[config.mk]
export PLATFORM = sky130hd
export DESIGN_NAME = ext_irq_edge_detect
export DESIGN_NICKNAME = d
export VERILOG_FILES = /design/src/hdl/ext_irq_pkg.sv /design/src/hdl/ext_irq_edge_detect.sv
export VERILOG_INCLUDE_DIRS = /design/src /design/src/hdl
export SDC_FILE = /design/constraint.sdc
export NUM_CORES = 1
export LEC_CHECK = 0
export BUFFER_PORTS_ARGS = -buffer_cell sky130_fd_sc_hd__buf_2
export CAP_MARGIN = 10
export CORE_MARGIN = 4
export CORE_UTILIZATION = 59
export DETAILED_ROUTE_END_ITERATION = 8
export PLACE_DENSITY = 0.85
export SYNTH_ARGS = -nofsm -noshare
export SYNTH_HDL_FRONTEND = slang
export SYNTH_SLANG_ARGS = --single-unit
[constraint.sdc]
create_clock -name ref_clk -period 5.3 [get_ports ref_clk]
set_input_delay 0.265 -clock ref_clk [delete_from_list [all_inputs] [get_ports ref_clk]]
set_output_delay 0.265 -clock ref_clk [all_outputs]
set_load 0.01 [all_outputs]
[src/hdl/ext_irq_defines.svh]
// Offsets, field layout, reset values and timing counts of the external request input stage
//
// Overview of operation
// [RQ1] Per pin falling/rising enable pair: 00 none, 01 rising, 10 falling, 11 both.
// [RQ2] All edge enable registers reset to zero; the non-maskable pin raises nothing.
// [RQ3] Group a: bit 2 non-maskable pin, bits 3-6 pins 0-3, others read zero.
// [RQ4] Group b: bit 1 selects edges of pin 7 only, other bits zero.
// [RQ5] Group c: bit 0 selects edges of pin 8, both registers reset zero.
// [RQ6] Group d high: positions 13-15 control pins 4-6, positions 8-12 read zero.
// [RQ7] Edge enable registers accept whole-byte and single-bit writes.
// [RQ8] Every request input passes a minimum-persistence delay filter before edge detection; the code bypasses it for pin 3 while digital enable is set.
// [RQ9] A valid non-maskable edge releases stop mode without relying on the clock.
// [RQ10] Filter control: bit 7 digital enable for pin 3, bits 2-0 sample clock.
// [RQ11] Sample clock is main clock divided by 64 to 1024, or the subclock.
// [RQ12] Digital filter takes three samples and accepts a level when all agree.
// [RQ13] After a sample clock change the filter settles over three samples.
// [RQ14] Digital pin 3 wakes standby only while its sampling clock runs.
// [RQ15] Software clears a pin's enables before switching it to port use.
// [RQ16] Software keeps enables zero for pins not used as request inputs.
// [RQ17] Software keeps serial receive and edge detection apart on pins 7, 8.
// [RQ18] Filter control register is whole-byte access only and resets to zero.
// [RQ19] Enable 0 selects 60 ns analog filter; codes 000-101 valid, others prohibited.
// [RQ20] Digital filter rejects noise up to two sample clocks wide.
// [RQ21] Filtered level compared with previous value gives a one-cycle request pulse.
`ifndef EXT_IRQ_DEFINES_SVH
`define EXT_IRQ_DEFINES_SVH

// ----------------------------------------
// Register indices (byte address = 4 x index)
// ----------------------------------------
`define IDX_FILTER_CTL 32'hfffff318
`define IDX_FALL_A 32'hfffffc00
`define IDX_FALL_B 32'hfffffc06
`define IDX_FALL_C 32'hfffffc10
`define IDX_FALL_D_HIGH 32'hfffffc13
`define IDX_RISE_A 32'hfffffc20
`define IDX_RISE_B 32'hfffffc26
`define IDX_RISE_C 32'hfffffc30
`define IDX_RISE_D_HIGH 32'hfffffc33

// ----------------------------------------
// Implemented bits and reset values
// ----------------------------------------
`define MASK_GROUP_A 8'h7c
`define MASK_GROUP_B 8'h02
`define MASK_GROUP_C 8'h01
`define MASK_GROUP_D 8'he0
`define MASK_FILTER_CTL 8'h87
`define RESET_VALUE 8'h00
`define BIT_NMI_A 2
`define BIT_PIN0_A 3
`define BIT_PIN7_B 1
`define BIT_PIN8_C 0
`define BIT_PIN4_D 5
`define BIT_DIGITAL_EN 7
`define SEL_SUB_CLOCK 3'h5
`define SAMPLE_COUNT 3

// ----------------------------------------
// Timing
// ----------------------------------------
`define CLK_PERIOD_NS 10
`define ANALOG_DELAY_NS 60
`define ANALOG_DELAY_CYC ((`ANALOG_DELAY_NS + `CLK_PERIOD_NS - 1) / `CLK_PERIOD_NS)
`define DIV_MIN_LOG2 6

`endif

[src/hdl/ext_irq_pkg.sv]
// Types of the external request input stage
package ext_irq_pkg;

    typedef struct packed {
        logic [7:0] fall_a;
        logic [7:0] rise_a;
        logic [7:0] fall_b;
        logic [7:0] rise_b;
        logic [7:0] fall_c;
        logic [7:0] rise_c;
        logic [7:0] fall_d;
        logic [7:0] rise_d;
        logic [7:0] filter_ctl;
    } edge_regs_t;

    typedef enum {
        BUS_IDLE,
        BUS_RESP
    } bus_phase_t;

endpackage : ext_irq_pkg

[src/hdl/ext_irq_edge_detect.sv]
// External interrupt request input stage: filters, edge selection and register slave
`timescale 1ns/100ps
`include "ext_irq_defines.svh"

module ext_irq_edge_detect
    import ext_irq_pkg::*;
#(
    parameter int ADDR_W = 14,
    parameter int NPINS = 10
)
(
    // Clock and reset
    input wire logic ref_clk,
    input wire logic reset_n,
    // AXI4-Lite write address and data
    input wire logic [ADDR_W-1:0] s_axi_awaddr,
    input wire logic [2:0] s_axi_awprot,
    input wire logic s_axi_awvalid,
    output logic s_axi_awready,
    input wire logic [31:0] s_axi_wdata,
    input wire logic [3:0] s_axi_wstrb,
    input wire logic s_axi_wvalid,
    output logic s_axi_wready,
    // AXI4-Lite write response
    output logic [1:0] s_axi_bresp,
    output logic s_axi_bvalid,
    input wire logic s_axi_bready,
    // AXI4-Lite read
    input wire logic [ADDR_W-1:0] s_axi_araddr,
    input wire logic [2:0] s_axi_arprot,
    input wire logic s_axi_arvalid,
    output logic s_axi_arready,
    output logic [31:0] s_axi_rdata,
    output logic [1:0] s_axi_rresp,
    output logic s_axi_rvalid,
    input wire logic s_axi_rready,
    // Request pins
    input wire logic nmi_pin,
    input wire logic [8:0] ext_request_pins,
    input wire logic sub_clock_tick,
    input wire logic main_clock_halted,
    // Requests to the interrupt controller
    output logic nmi_request,
    output logic [8:0] ext_request,
    output logic stop_release,
    output logic standby_release
);

    localparam logic [2:0] ANALOG_CYC = 3'(`ANALOG_DELAY_CYC);
    localparam int PIN3 = 4;

    typedef struct packed {
        edge_regs_t regs;
        logic [NPINS-1:0] level;
        logic [NPINS-1:0][2:0] persist;
        logic [2:0] samples;
        logic [9:0] div_cnt;
        logic [NPINS-1:0] req;
        logic aw_got;
        logic w_got;
        logic [ADDR_W-1:0] awaddr;
        logic [31:0] wdata;
        logic [3:0] wstrb;
        bus_phase_t wr_phase;
        logic [1:0] bresp;
        bus_phase_t rd_phase;
        logic [7:0] rdata;
        logic [1:0] rresp;
    } state_t;

    state_t st;
    state_t next_st;

    // ----------------------------------------
    // Helpers
    // ----------------------------------------
    function automatic logic [3:0] decode(input logic [ADDR_W-1:0] addr);
        logic [11:0] idx;
        idx = addr[13:2];
        case (idx)
            12'(`IDX_FALL_A): decode = 4'h1;
            12'(`IDX_RISE_A): decode = 4'h2;
            12'(`IDX_FALL_B): decode = 4'h3;
            12'(`IDX_RISE_B): decode = 4'h4;
            12'(`IDX_FALL_C): decode = 4'h5;
            12'(`IDX_RISE_C): decode = 4'h6;
            12'(`IDX_FALL_D_HIGH): decode = 4'h7;
            12'(`IDX_RISE_D_HIGH): decode = 4'h8;
            12'(`IDX_FILTER_CTL): decode = 4'h9;
            default: decode = 4'h0;
        endcase
    endfunction : decode

    function automatic logic [7:0] read_reg(input edge_regs_t r, input logic [3:0] sel);
        case (sel)
            4'h1: read_reg = r.fall_a;
            4'h2: read_reg = r.rise_a;
            4'h3: read_reg = r.fall_b;
            4'h4: read_reg = r.rise_b;
            4'h5: read_reg = r.fall_c;
            4'h6: read_reg = r.rise_c;
            4'h7: read_reg = r.fall_d;
            4'h8: read_reg = r.rise_d;
            4'h9: read_reg = r.filter_ctl;
            default: read_reg = 8'h00;
        endcase
    endfunction : read_reg

    // Byte write on lane 0, or masked bit write: lane 1 names the bits touched
    function automatic logic [7:0] merge(input logic [7:0] old, input logic [31:0] d,
                                         input logic [3:0] strb, input logic [7:0] impl);
        logic [7:0] touched;
        touched = strb[1] ? d[15:8] : (strb[0] ? 8'hff : 8'h00);
        merge = ((old & ~touched) | (d[7:0] & touched)) & impl; // [RQ7]
    endfunction : merge

    // Returns {fall, rise} enables of a pin: 0 nmi, 1..9 pins 0..8
    function automatic logic [1:0] pin_enables(input edge_regs_t r, input int p);
        logic [1:0] e;
        e = 2'b00;
        if (p == 0)
            e = {r.fall_a[`BIT_NMI_A], r.rise_a[`BIT_NMI_A]}; // [RQ3]
        else if (p <= 4)
            e = {r.fall_a[`BIT_PIN0_A + p - 1], r.rise_a[`BIT_PIN0_A + p - 1]}; // [RQ3]
        else if (p <= 7)
            e = {r.fall_d[`BIT_PIN4_D + p - 5], r.rise_d[`BIT_PIN4_D + p - 5]}; // [RQ6]
        else if (p == 8)
            e = {r.fall_b[`BIT_PIN7_B], r.rise_b[`BIT_PIN7_B]}; // [RQ4]
        else
            e = {r.fall_c[`BIT_PIN8_C], r.rise_c[`BIT_PIN8_C]}; // [RQ5]
        pin_enables = e;
    endfunction : pin_enables

    // ----------------------------------------
    // Next state
    // ----------------------------------------
    logic [NPINS-1:0] raw;
    logic sample_tick;
    logic [9:0] div_mask;
    logic digital;
    logic [3:0] wsel;
    logic [3:0] rsel;
    logic do_write;
    logic [NPINS-1:0] new_level;

    assign raw = {ext_request_pins, nmi_pin};
    assign digital = st.regs.filter_ctl[`BIT_DIGITAL_EN]; // [RQ10] [RQ19]

    always_comb
    begin
        next_st = st;
        new_level = st.level;
        wsel = decode(st.awaddr);
        rsel = decode(s_axi_araddr);
        do_write = 1'b0;
        div_mask = 10'h000;
        sample_tick = 1'b0;

        // Divider stands still while the main clock is halted in standby
        if (!main_clock_halted)
            next_st.div_cnt = st.div_cnt + 10'h001;
        if (st.regs.filter_ctl[2:0] < `SEL_SUB_CLOCK)
        begin
            div_mask = 10'((11'h001 << (`DIV_MIN_LOG2 + st.regs.filter_ctl[2:0])) - 11'h001); // [RQ11]
            sample_tick = !main_clock_halted && ((st.div_cnt & div_mask) == div_mask); // [RQ14]
        end
        else if (st.regs.filter_ctl[2:0] == `SEL_SUB_CLOCK)
            sample_tick = sub_clock_tick; // [RQ11] [RQ14]

        // Delay filter: level follows the pin only after it persisted
        for (int p = 0; p < NPINS; p++)
        begin
            if (raw[p] == st.level[p])
                next_st.persist[p] = 3'h0;
            else if (st.persist[p] == ANALOG_CYC - 3'h1)
            begin
                next_st.persist[p] = 3'h0;
                new_level[p] = raw[p]; // [RQ8]
            end
            else
                next_st.persist[p] = st.persist[p] + 3'h1;
        end

        // Three-sample filter on pin 3; refills over three ticks after a change
        if (sample_tick)
            next_st.samples = {st.samples[1:0], raw[PIN3]}; // [RQ12] [RQ13]
        if (digital)
        begin
            new_level[PIN3] = st.level[PIN3];
            if (st.samples == 3'b111)
                new_level[PIN3] = 1'b1; // [RQ12] [RQ20]
            else if (st.samples == 3'b000)
                new_level[PIN3] = 1'b0; // [RQ12] [RQ20]
        end
        next_st.level = new_level;

        // Edge selection and one-cycle request pulses
        for (int p = 0; p < NPINS; p++)
        begin
            logic [1:0] en;
            en = pin_enables(st.regs, p);
            next_st.req[p] = (en[0] && !st.level[p] && new_level[p]) ||
                             (en[1] && st.level[p] && !new_level[p]); // [RQ1] [RQ21]
        end

        // Write channel: address and data in either order
        if (s_axi_awvalid && s_axi_awready)
        begin
            next_st.aw_got = 1'b1;
            next_st.awaddr = s_axi_awaddr;
        end
        if (s_axi_wvalid && s_axi_wready)
        begin
            next_st.w_got = 1'b1;
            next_st.wdata = s_axi_wdata;
            next_st.wstrb = s_axi_wstrb;
        end
        case (st.wr_phase)
            BUS_IDLE:
            begin
                if (st.aw_got && st.w_got)
                begin
                    next_st.aw_got = 1'b0;
                    next_st.w_got = 1'b0;
                    next_st.wr_phase = BUS_RESP;
                    next_st.bresp = 2'b00;
                    if (wsel == 4'h0)
                        next_st.bresp = 2'b11;
                    else if (wsel == 4'h9 && st.wstrb[1])
                        next_st.bresp = 2'b10; // [RQ18]
                    else
                        do_write = 1'b1;
                end
            end
            BUS_RESP:
            begin
                if (s_axi_bready)
                    next_st.wr_phase = BUS_IDLE;
            end
            default: next_st.wr_phase = BUS_IDLE;
        endcase
        if (do_write)
        begin
            case (wsel)
                4'h1: next_st.regs.fall_a = merge(st.regs.fall_a, st.wdata, st.wstrb, `MASK_GROUP_A);
                4'h2: next_st.regs.rise_a = merge(st.regs.rise_a, st.wdata, st.wstrb, `MASK_GROUP_A);
                4'h3: next_st.regs.fall_b = merge(st.regs.fall_b, st.wdata, st.wstrb, `MASK_GROUP_B);
                4'h4: next_st.regs.rise_b = merge(st.regs.rise_b, st.wdata, st.wstrb, `MASK_GROUP_B);
                4'h5: next_st.regs.fall_c = merge(st.regs.fall_c, st.wdata, st.wstrb, `MASK_GROUP_C);
                4'h6: next_st.regs.rise_c = merge(st.regs.rise_c, st.wdata, st.wstrb, `MASK_GROUP_C);
                4'h7: next_st.regs.fall_d = merge(st.regs.fall_d, st.wdata, st.wstrb, `MASK_GROUP_D);
                4'h8: next_st.regs.rise_d = merge(st.regs.rise_d, st.wdata, st.wstrb, `MASK_GROUP_D);
                4'h9:
                begin
                    if (st.wstrb[0])
                        next_st.regs.filter_ctl = st.wdata[7:0] & `MASK_FILTER_CTL; // [RQ18]
                end
                default: next_st.regs = st.regs;
            endcase
        end

        // Read channel: whole registers, unused bits zero
        case (st.rd_phase)
            BUS_IDLE:
            begin
                if (s_axi_arvalid)
                begin
                    next_st.rd_phase = BUS_RESP;
                    next_st.rdata = read_reg(st.regs, rsel); // [RQ3] [RQ4] [RQ6]
                    next_st.rresp = (rsel == 4'h0) ? 2'b11 : 2'b00;
                end
            end
            BUS_RESP:
            begin
                if (s_axi_rready)
                    next_st.rd_phase = BUS_IDLE;
            end
            default: next_st.rd_phase = BUS_IDLE;
        endcase
    end

    always_ff @(posedge ref_clk or negedge reset_n)
    begin
        if (!reset_n)
        begin
            st <= '0;
            st.regs <= '{default: `RESET_VALUE}; // [RQ2] [RQ5] [RQ18]
            st.wr_phase <= BUS_IDLE;
            st.rd_phase <= BUS_IDLE;
        end
        else
            st <= next_st;
    end

    // ----------------------------------------
    // Outputs
    // ----------------------------------------
    assign s_axi_awready = !st.aw_got && st.wr_phase == BUS_IDLE;
    assign s_axi_wready = !st.w_got && st.wr_phase == BUS_IDLE;
    assign s_axi_bvalid = st.wr_phase == BUS_RESP;
    assign s_axi_bresp = st.bresp;
    assign s_axi_arready = st.rd_phase == BUS_IDLE;
    assign s_axi_rvalid = st.rd_phase == BUS_RESP;
    assign s_axi_rdata = {24'h000000, st.rdata};
    assign s_axi_rresp = st.rresp;

    assign nmi_request = st.req[0]; // [RQ2]
    assign ext_request = st.req[NPINS-1:1];

    // Pin-to-output path with no clocked element so stop mode can be left
    always_comb
    begin
        logic [1:0] nmi_en;
        nmi_en = pin_enables(st.regs, 0);
        stop_release = (nmi_en[0] && !st.level[0] && nmi_pin) ||
                       (nmi_en[1] && st.level[0] && !nmi_pin); // [RQ9]
    end

    // Digital pin 3 only counts while its sampling clock still runs
    assign standby_release = stop_release || (|st.req[NPINS-1:1]); // [RQ14]

endmodule : ext_irq_edge_detect

# Word-level counts from Yosys, hierarchy flattened
# Index checks and enable logic that the tools add are counted.
# Widths: inputs -> output; s select.
totals:
  ff_bits: 197
  in_bits: 89
  output_inout_bits: 53
op_classes:
  n_bitwise: 19
  n_reduce_logical: 106
  order_cmp: 1
  n_shift: 1
  eq_ne: 67
  mux: 67
  add_sub_neg: 13
op_table:
  columns: ["cell", "count"]
  rows:
  - ["$eq 12x12->1 const B", 16]
  - ["$logic_not 32->1", 4]
  - ["$pmux 32 s2", 2]
  - ["$pmux 4 s9", 2]
  - ["$pmux 8 s9", 1]
  - ["$eq 32x1->1 const B", 2]
  - ["$eq 32x2->1 const B", 2]
  - ["$mux 32", 2]
  - ["$mux 3", 20]
  - ["$logic_and 1x1->1", 49]
  - ["$mux 42", 1]
  - ["$eq 3x3->1 const B", 12]
  - ["$mux 34", 1]
  - ["$eq 4x3->1 const B", 8]
  - ["$mux 1", 31]
  - ["$add 3x1->3 const B", 10]
  - ["$and 8x8->8", 3]
  - ["$eq 12x10->1 const B", 2]
  - ["$logic_not 1->1", 24]
  - ["$reduce_and 2->1", 12]
  - ["$eq 4x2->1 const B", 4]
  - ["$eq 4x4->1 const B", 4]
  - ["$mux 8", 2]
  - ["$or 8x8->8", 2]
  - ["other kinds (23)", 58]

# Longest topological paths before layout
# Gate-level depths: netlist of the first run.
depth:
  word_depth: 9
  ltp_mapped: 7
  mapped_depth_nobuf: 7

# Least setup slack after synthesis of the first run
# Ideal clock, no wire load.
synth_timing:
  kind: "register to register"
  from: "register st[114] (netlist name)"
  to: "register st[213] (netlist name)"
  setup_time_ns: 0.127
  setup_slack_ns: 3.114
  arrival_ns: 2.058
  path_buffers: 1
  synth_period_minus_slack_ns: 2.186
  path_stages_with_launch: 7
  cell_sequence: "dfrtp_1 buf_6 nand4bb_1 a21o_1 a2111o_1 a2111oi_1 mux2_1"
synth_between:
  elab_chain_cells: 9
  word_cells_on_any_way: 19
  classes_between: "eq/ne (11); mux (5); reduce/logical (3)"
synth_rtl:
  columns: ["element", "line_no", "rtl"]
  rows:
  - ["start, declared", "ext_irq_edge_detect.sv:71", "state_t st;"]
  - ["start signal, assigned", "ext_irq_edge_detect.sv:292", "st <= next_st;"]
  - ["$eq 12x10->1 or $eq 12x12->1 (tied branches)", "ext_irq_edge_detect.sv:80", "case (idx)"]
  - ["$pmux 4 s9 *", "ext_irq_edge_detect.sv:80", null]
  - ["$eq 4x4->1", "ext_irq_edge_detect.sv:229", "else if (wsel == 4'h9 && st.wstrb[1])"]
  - ["$logic_and 1x1->1", "ext_irq_edge_detect.sv:229", null]
  - ["$mux 1", "ext_irq_edge_detect.sv:229", null]
  - ["$mux 1", "ext_irq_edge_detect.sv:227", "if (wsel == 4'h0)"]
  - ["$mux 1", "ext_irq_edge_detect.sv:221", "if (st.aw_got && st.w_got)"]
  - ["$mux 1", "ext_irq_edge_detect.sv:218", "case (st.wr_phase)"]
  - ["$reduce_and 2->1 (no line) *", null, null]
# Every way passes the cells marked *; elsewhere a longest branch is shown, timed or not.
# A chain may end at the register's enable or synchronous reset.

# Worst setup path after layout of the first run
layout_timing:
  from: "register st[115] (netlist name)"
  to: "register st[214] (netlist name)"
# The elaborated chain is that of the path after synthesis.

==> results of run 1 <==
==> area by class of cell <==
| class | instances | area [µm²] | share of cell area, % |
|---|---|---|---|
| clock buffers | 19 | 453 | 5.90 |
| inverters | 20 | 75.1 | 0.978 |
| repair buffers | 90 | 455 | 5.93 |
| clock inverters | 13 | 205 | 2.67 |
| well taps | 140 | 175 | 2.28 |
| flip-flops and latches | 132 | 3300 | 43.0 |
| multi-input cells | 443 | 3010 | 39.2 |
==> placed cells by master, fill, tap and decap left out, types with 4 or more instances in the layout <==
| cell type | synthesis | layout |
|---|---|---|
| dfrtp_1 | 132 | 132 |
| buf_2 | 4 | 88 |
| nor2_1 | 73 | 73 |
| mux2_2 | 65 | 65 |
| a21oi_1 | 42 | 42 |
| nand2_1 | 33 | 33 |
| nand3b_1 | 27 | 27 |
| conb_1 | 1 | 24 |
| inv_1 | 20 | 20 |
| o21ai_0 | 18 | 18 |
| xnor2_1 | 17 | 17 |
| nor3_1 | 17 | 17 |
| clkbuf_16 | 0 | 17 |
| nand4_1 | 9 | 9 |
| a211oi_1 | 6 | 6 |
| a22oi_1 | 6 | 6 |
| and2_1 | 5 | 5 |
| nand2b_1 | 5 | 5 |
| nor2b_1 | 5 | 5 |
| nand4b_1 | 5 | 5 |
| o211ai_1 | 5 | 5 |
| ha_1 | 5 | 5 |
| bufinv_16 | 0 | 5 |
| nand3_1 | 4 | 4 |
| nor4b_1 | 4 | 4 |
| mux2_1 | 4 | 4 |
==> layer usage <==
| layer | share of wire, % | GRT usage (%) | vias up |
|---|---|---|---|
| met2 | 51 | 39.5 | 195 |
| met1 | 41 | 29.7 | 2508 |
| met5 | 0.087 | 0 | - |
| met4 | 2.2 | 9.70 | 2 |
| li1 | - | - | 2355 |
| met3 | 6.4 | 6.45 | 37 |
==> worst paths after layout <==
path / endpoint / slack, ns / cells past startpoint
min reg2reg: s_axi_rdata[2] / 0.48 / 2
max reg2reg: st[214] / 2.50 / 5
max in group asynchronous: st[142] / 4.07 / 2
min: st[10] / 0.04 / 2
max: st[214] / 2.50 / 5
min in group asynchronous: st[166] / 0.05 / 1
==> power by group <==
| group | switching (mW) | internal [mW] | leakage [nW] |
|---|---|---|---|
| Clock | 0.437 | 0.858 | 0.315 |
| Sequential | 0.317 | 1.29 | 1.69 |
| Combinational | 0.428 | 0.410 | 1.45 |
| Total | 1.18 | 2.56 | 3.45 |
==> kinds of logic (layout without fill, tap and decap cells) <==
kind of cell    count (synthesis)  after routing  synth area share [%]
simple gates                  217            217                  17.9
mux                            71             71                  11.9
buf+inv                        82            142                  7.34
fa+ha+maj                       5              5                 0.931
xor+xnor                       19             19                  2.48
other cells                     1             24                0.0558
compound gates                107            107                  10.3
flops                         132            132                  49.2
==> stage by stage <==
step / util (%) / hold WS (ns) / worst slack, ns / total power, mW / cells
2_1_floorplan: - / -0.0306 / 3.11 / 2.22 / 657
3_3_place_gp: 63.9 / 0.448 / 2.75 / 2.36 / 825
3_5_place_dp: 63.9 / 0.464 / 2.66 / 2.45 / 825
4_1_cts: 69.9 / 0.0250 / 2.56 / 3.75 / 857
5_1_grt: 69.9 / 0.0376 / 2.40 / 3.95 / 857
6_report: 69.9 / 0.0353 / 2.50 / 3.74 / 857
==> registers in the layout (all words and copies together) (netlist names) <==
signal,count
digital,1
ext_request,9
nmi_request,1
s_axi_bresp,2
s_axi_rdata,8
s_axi_rresp,1
st,110
==> results.yml, run 1 <==
timing:
  layout_min_cycle_time_ns: 2.80
  rsz0062_at_grt: "no"
  worstMarginPinSlew_ns: 1.06
  skew_ns: 0.00780
  tns_ns: 0
  slew_violations: 0
  final_hold_viol_count: 0
  setup_viol: 0
  relSlewSlack_pct: 29.2
  max_clock_freq_mhz: 357
  period_share_pct: 52.9
detailed_routing:
  drc: 0
  detailedRoute.firstIterationViolations: 333
  wl_per_cell_um: 17.4
  vias_per_cell: 5.95
  dr.pass1.iters: 5
  wl_mm: 14.9
  ant_nets: 0
  route.vias.total: 5097
synth:
  yosysMostFrequentCell: "dfrtp_1"
  syn-mean-instance-area_um2: 10.6
  netlist_instances: 634
  synth_top_cell_area_share_pct: 49.2
  synth_area_um2: 6720
  synth_seq_cells: 132
  yosysTopAreaCell: "dfrtp_1"
  synth.top_cells.by_count: "132 x dfrtp_1, 73 x nor2_1, 65 x mux2_2, 46 x buf_4, 42 x a21oi_1"
  ys.flop_type: "dfrtp_1"
  async_flop_share_pct: 100
  ys_types: 64
  synth.area.top_cells: "dfrtp_1 49%, mux2_2 11%, buf_4 5.1%, nor2_1 4.1%, a21oi_1 3.1%"
  ys_seq_area_share_pct: 49.2
  synth_edf_count: 0
  ys_warn_count: 0
setup_path:
  slowest_stage: "nor3_2"
  arrival_ns: 3.10
  worstSetupPathType: "flop to flop"
  slowest_delay_ns: 0.60
  worst_path_dominant_cell_family: "compound AO/OA/AOI/OAI gates"
  crit_required_ns: 5.59
  path_cells: "nor3_2 -> nand2_1 -> a2111o_1 -> a2111oi_1 -> mux2_1"
  cp_max_fo: 11
  reg2reg_from: "st[115]"
  end_kind: "flop"
  crit_path_start_kind: "flop"
  cp_num_buf_inv: 0
  startpoint: "st[115]"
layout:
  final_layout_size_suffix_gt1_share_pct: 27.3
  area_growth_pct: 14.2
  diodes: 0
  fin_nets: 798
  fillers: 787
  postLayoutCellArea_um2: 7670
power_and_ir_drop:
  powerDensity_nw_per_um2: 487
  p_leak_nw: 3.45
  peakVddDrop_uv: 340
die:
  row_count: 38
  die_x_um: 115
  core_area_um2: 11000
  dieHeight_um: 115
  dieArea_um2: 13200
  pin_count: 142
  start_util_pct: 61.2
grt:
  antenna_found_initial: 1
  grt_max_degree: 88
  grt_usage_pct: 23.8
  grt_pass1_wl_mm: 24.4
  grt_pass1_vias: 5152
  grt_overflow: 0
place:
  post-dp-hpwl_mm: 10.7
  dpl_cell_area_um2: 7020
  port_buffers: 89
  gp_congestion: 0.855
clocking:
  clock_latency_ns: 0.42
  cts.sinks: 132
  holdBufCountCts: 0
  cts_htree_levels: 4
  numCtsBuffers: 17
  root_buffer: "clkbuf_16"
  post_cts_buffers: 0
  clockBufferDepth: 2
  cts_resized: 0
  clkSlewWorstSetupHoldPaths_ns: 0.06
  cts_tree: "built"
min_path:
  holdCritStartpoint: "s_axi_rready"
  holdCritPathClass: "input port to flop"
run_status:
  status: "completed"
flow_run:
  max-cap-violations: 0
Note: power is estimated with default switching activity, not from simulation.
==> run 2, diff against run 1 <==
- CORE_UTILIZATION: 59 -> 55
- PLACE_DENSITY: 0.85 -> 0.8
- clock period: 5.3 -> 2.7 ns (I/O delays scaled with it)
==> run 2 against run 1 <==
Compared with the run above:
- maximum frequency is 12% higher
- critical path depth did not move
- clock skew is 0.0011 ns lower
- sequential cell count unchanged
- clock power is 84% higher
- global-route usage is 1.1 points lower
- sequential share of layout area fell by 2.5 points
- non-clock buffer count grew 50
- wire length grew 3.5%
- largest cell class unchanged
- largest power group unchanged
==> results.yml, run 2 (same netlist as run 1, synthesis figures left out) <==
layout:
  final_layout_size_suffix_gt1_share_pct: 26.4
  fin_nets: 848
  regMostFlops: "st"
  fillers: 860
  area_growth_pct: 21.2
  final_common_cell: "dfrtp_1"
  seqCellArea_um2: 3300
  multiInputGateArea_um2: 3010
  instances_no_fill: 914
  largest_reg_flops: 110
  final_cell_mix: "132 x dfrtp_1, 88 x buf_2, 73 x nor2_1, 65 x mux2_2, 43 x dlygate4sd3_1"
min_path:
  holdCritPathClass: "input port to flop"
  hold_path_depth: 2
grt:
  use_met2_pct: 38.2
  use_met1_pct: 27.5
  grt_usage_pct: 22.7
  top_usage_layer: "met2"
  antenna_found_initial: 1
  use_met3_pct: 5.93
  grt_pass1_wl_mm: 25.6
  grt_max_degree: 83
  grt_overflow: 0
  grt_pass1_vias: 5293
timing:
  tns_ns: 0
  worstMarginPinSlew_ns: 0.888
  max_clock_freq_mhz: 399
  final_hold_viol_count: 0
  setup_viol: 0
  slew_violations: 0
  rsz0062_at_grt: "no"
  relSlewSlack_pct: 40.6
  period_share_pct: 92.9
  skew_ns: 0.00673
  layout_min_cycle_time_ns: 2.51
place:
  post-dp-hpwl_mm: 10.7
  port_buffers: 89
  placed_cells: 839
  gp_congestion: 0.837
setup_path:
  end_kind: "flop"
  startpoint: "st[118]"
  crit_path_start_kind: "flop"
  cp_max_fo: 12
  endpoint: "st[212]"
  worstSetupPathType: "flop to flop"
  reg2reg_to: "st[212]"
  ff2ff_path_depth: 5
  crit_required_ns: 2.99
  arrival_ns: 2.80
  r2r_slack_ns: 0.19
  reg2reg_from: "st[118]"
detailed_routing:
  wl_per_cell_um: 16.9
  dr.pass1.iters: 5
  ant_nets: 0
  drc: 0
  detailedRoute.firstIterationViolations: 295
  wl_mm: 15.4
  vias_per_cell: 5.72
  route.vias.total: 5232
clocking:
  cts_htree_levels: 4
  post_cts_buffers: 0
  clock_latency_ns: 0.42
  holdBufCountCts: 43
  numCtsBuffers: 17
  clockBufferDepth: 2
  cts_tree: "built"
  root_buffer: "clkbuf_16"
  cts_resized: 0
  clkSlewWorstSetupHoldPaths_ns: 0.05
  cts.sinks: 132
power_and_ir_drop:
  p_clk_share_pct: 32.7
  powerDensity_nw_per_um2: 892
  sw_frac_of_total_pct: 31.5
  internal_power_mw: 4.97
  switchingPower_mw: 2.29
  peakVddDrop_uv: 696
  p_comb_share_pct: 24.0
  p_leak_nw: 3.66
  p_seq_share_pct: 43.3
run_status:
  status: "completed"
die:
  pin_count: 142
  dieHeight_um: 119
  dieArea_um2: 14000
  die_x_um: 119
  core_area_um2: 12000
  row_count: 40
  start_util_pct: 56.2
flow_run:
  max-cap-violations: 0
run 2: cell types whose count changed in the layout (fill, tap and decap cells not counted):
cell           delta
buf_12            +1
buf_4             +6
bufinv_16         -2
clkbuf_8          +3
clkinv_2          +1
clkinv_4          -2
clkinvlp_4        -1
diode_2           +1
dlygate4sd3_1    +43
run 2: through the flow:
step | power, mW | cell area [µm²] | hold WS [ns] | util, % | setup slack, ns
floorplan | 4.36 | 6800 | -0.161 | - | 0.514
global placement | 4.68 | 7090 | 0.193 | 59.3 | 0.326
detailed placement | 4.85 | 7090 | 0.202 | 59.3 | 0.289
CTS | 7.28 | 8140 | 0.0102 | 68.1 | 0.220
global route | 7.68 | 8140 | 0.0193 | 68.1 | 0.0557
finish | 7.26 | 8140 | 0.0226 | 68.1 | 0.191
run 2: power by group through the flow:
stage | Clock [mW] | Sequential (mW) | Combinational [mW]
global placement | 0 | 3.09 | 1.59
global route | 2.49 | 3.23 | 1.95
floorplan | 0 | 2.94 | 1.42
CTS | 2.41 | 3.13 | 1.75
detailed placement | 0 | 3.16 | 1.69
finish | 2.37 | 3.15 | 1.74
run 2: critical path, cell delays in order, from the launching register on:
cell       delay, ns
dfrtp_1         0.50
nand4bb_1       0.30
a21o_1          0.23
a2111o_1        0.47
a2111oi_1       0.52
mux2_1          0.37
run 2: area by class of cell:
| class | instances | share of cell area [%] |
|---|---|---|
| flip-flops and latches | 132 | 40.6 |
| multi-input cells | 443 | 36.9 |
| repair buffers | 140 | 11.7 |
| clock buffers | 22 | 6.07 |
| well taps | 147 | 2.26 |
| clock inverters | 9 | 1.54 |
| inverters | 20 | 0.922 |
| diodes | 1 | 0.0307 |
run 2: how the worst min path moves through the flow:
stage / from / end
2_1_floorplan: reset_n / digital
3_3_place_gp: reset_n / st[145]
3_5_place_dp: reset_n / st[142]
4_1_cts: ext_request_pins[2] / st[184]
5_1_grt: ext_request_pins[2] / st[184]
6_report: ext_request_pins[2] / st[184]
run 2: routing by layer:
layer	routed length, µm	vias to the layer above
met5	0	-
met4	508	0
met3	902	38
met2	7650	191
met1	6350	2564
li1	-	2439
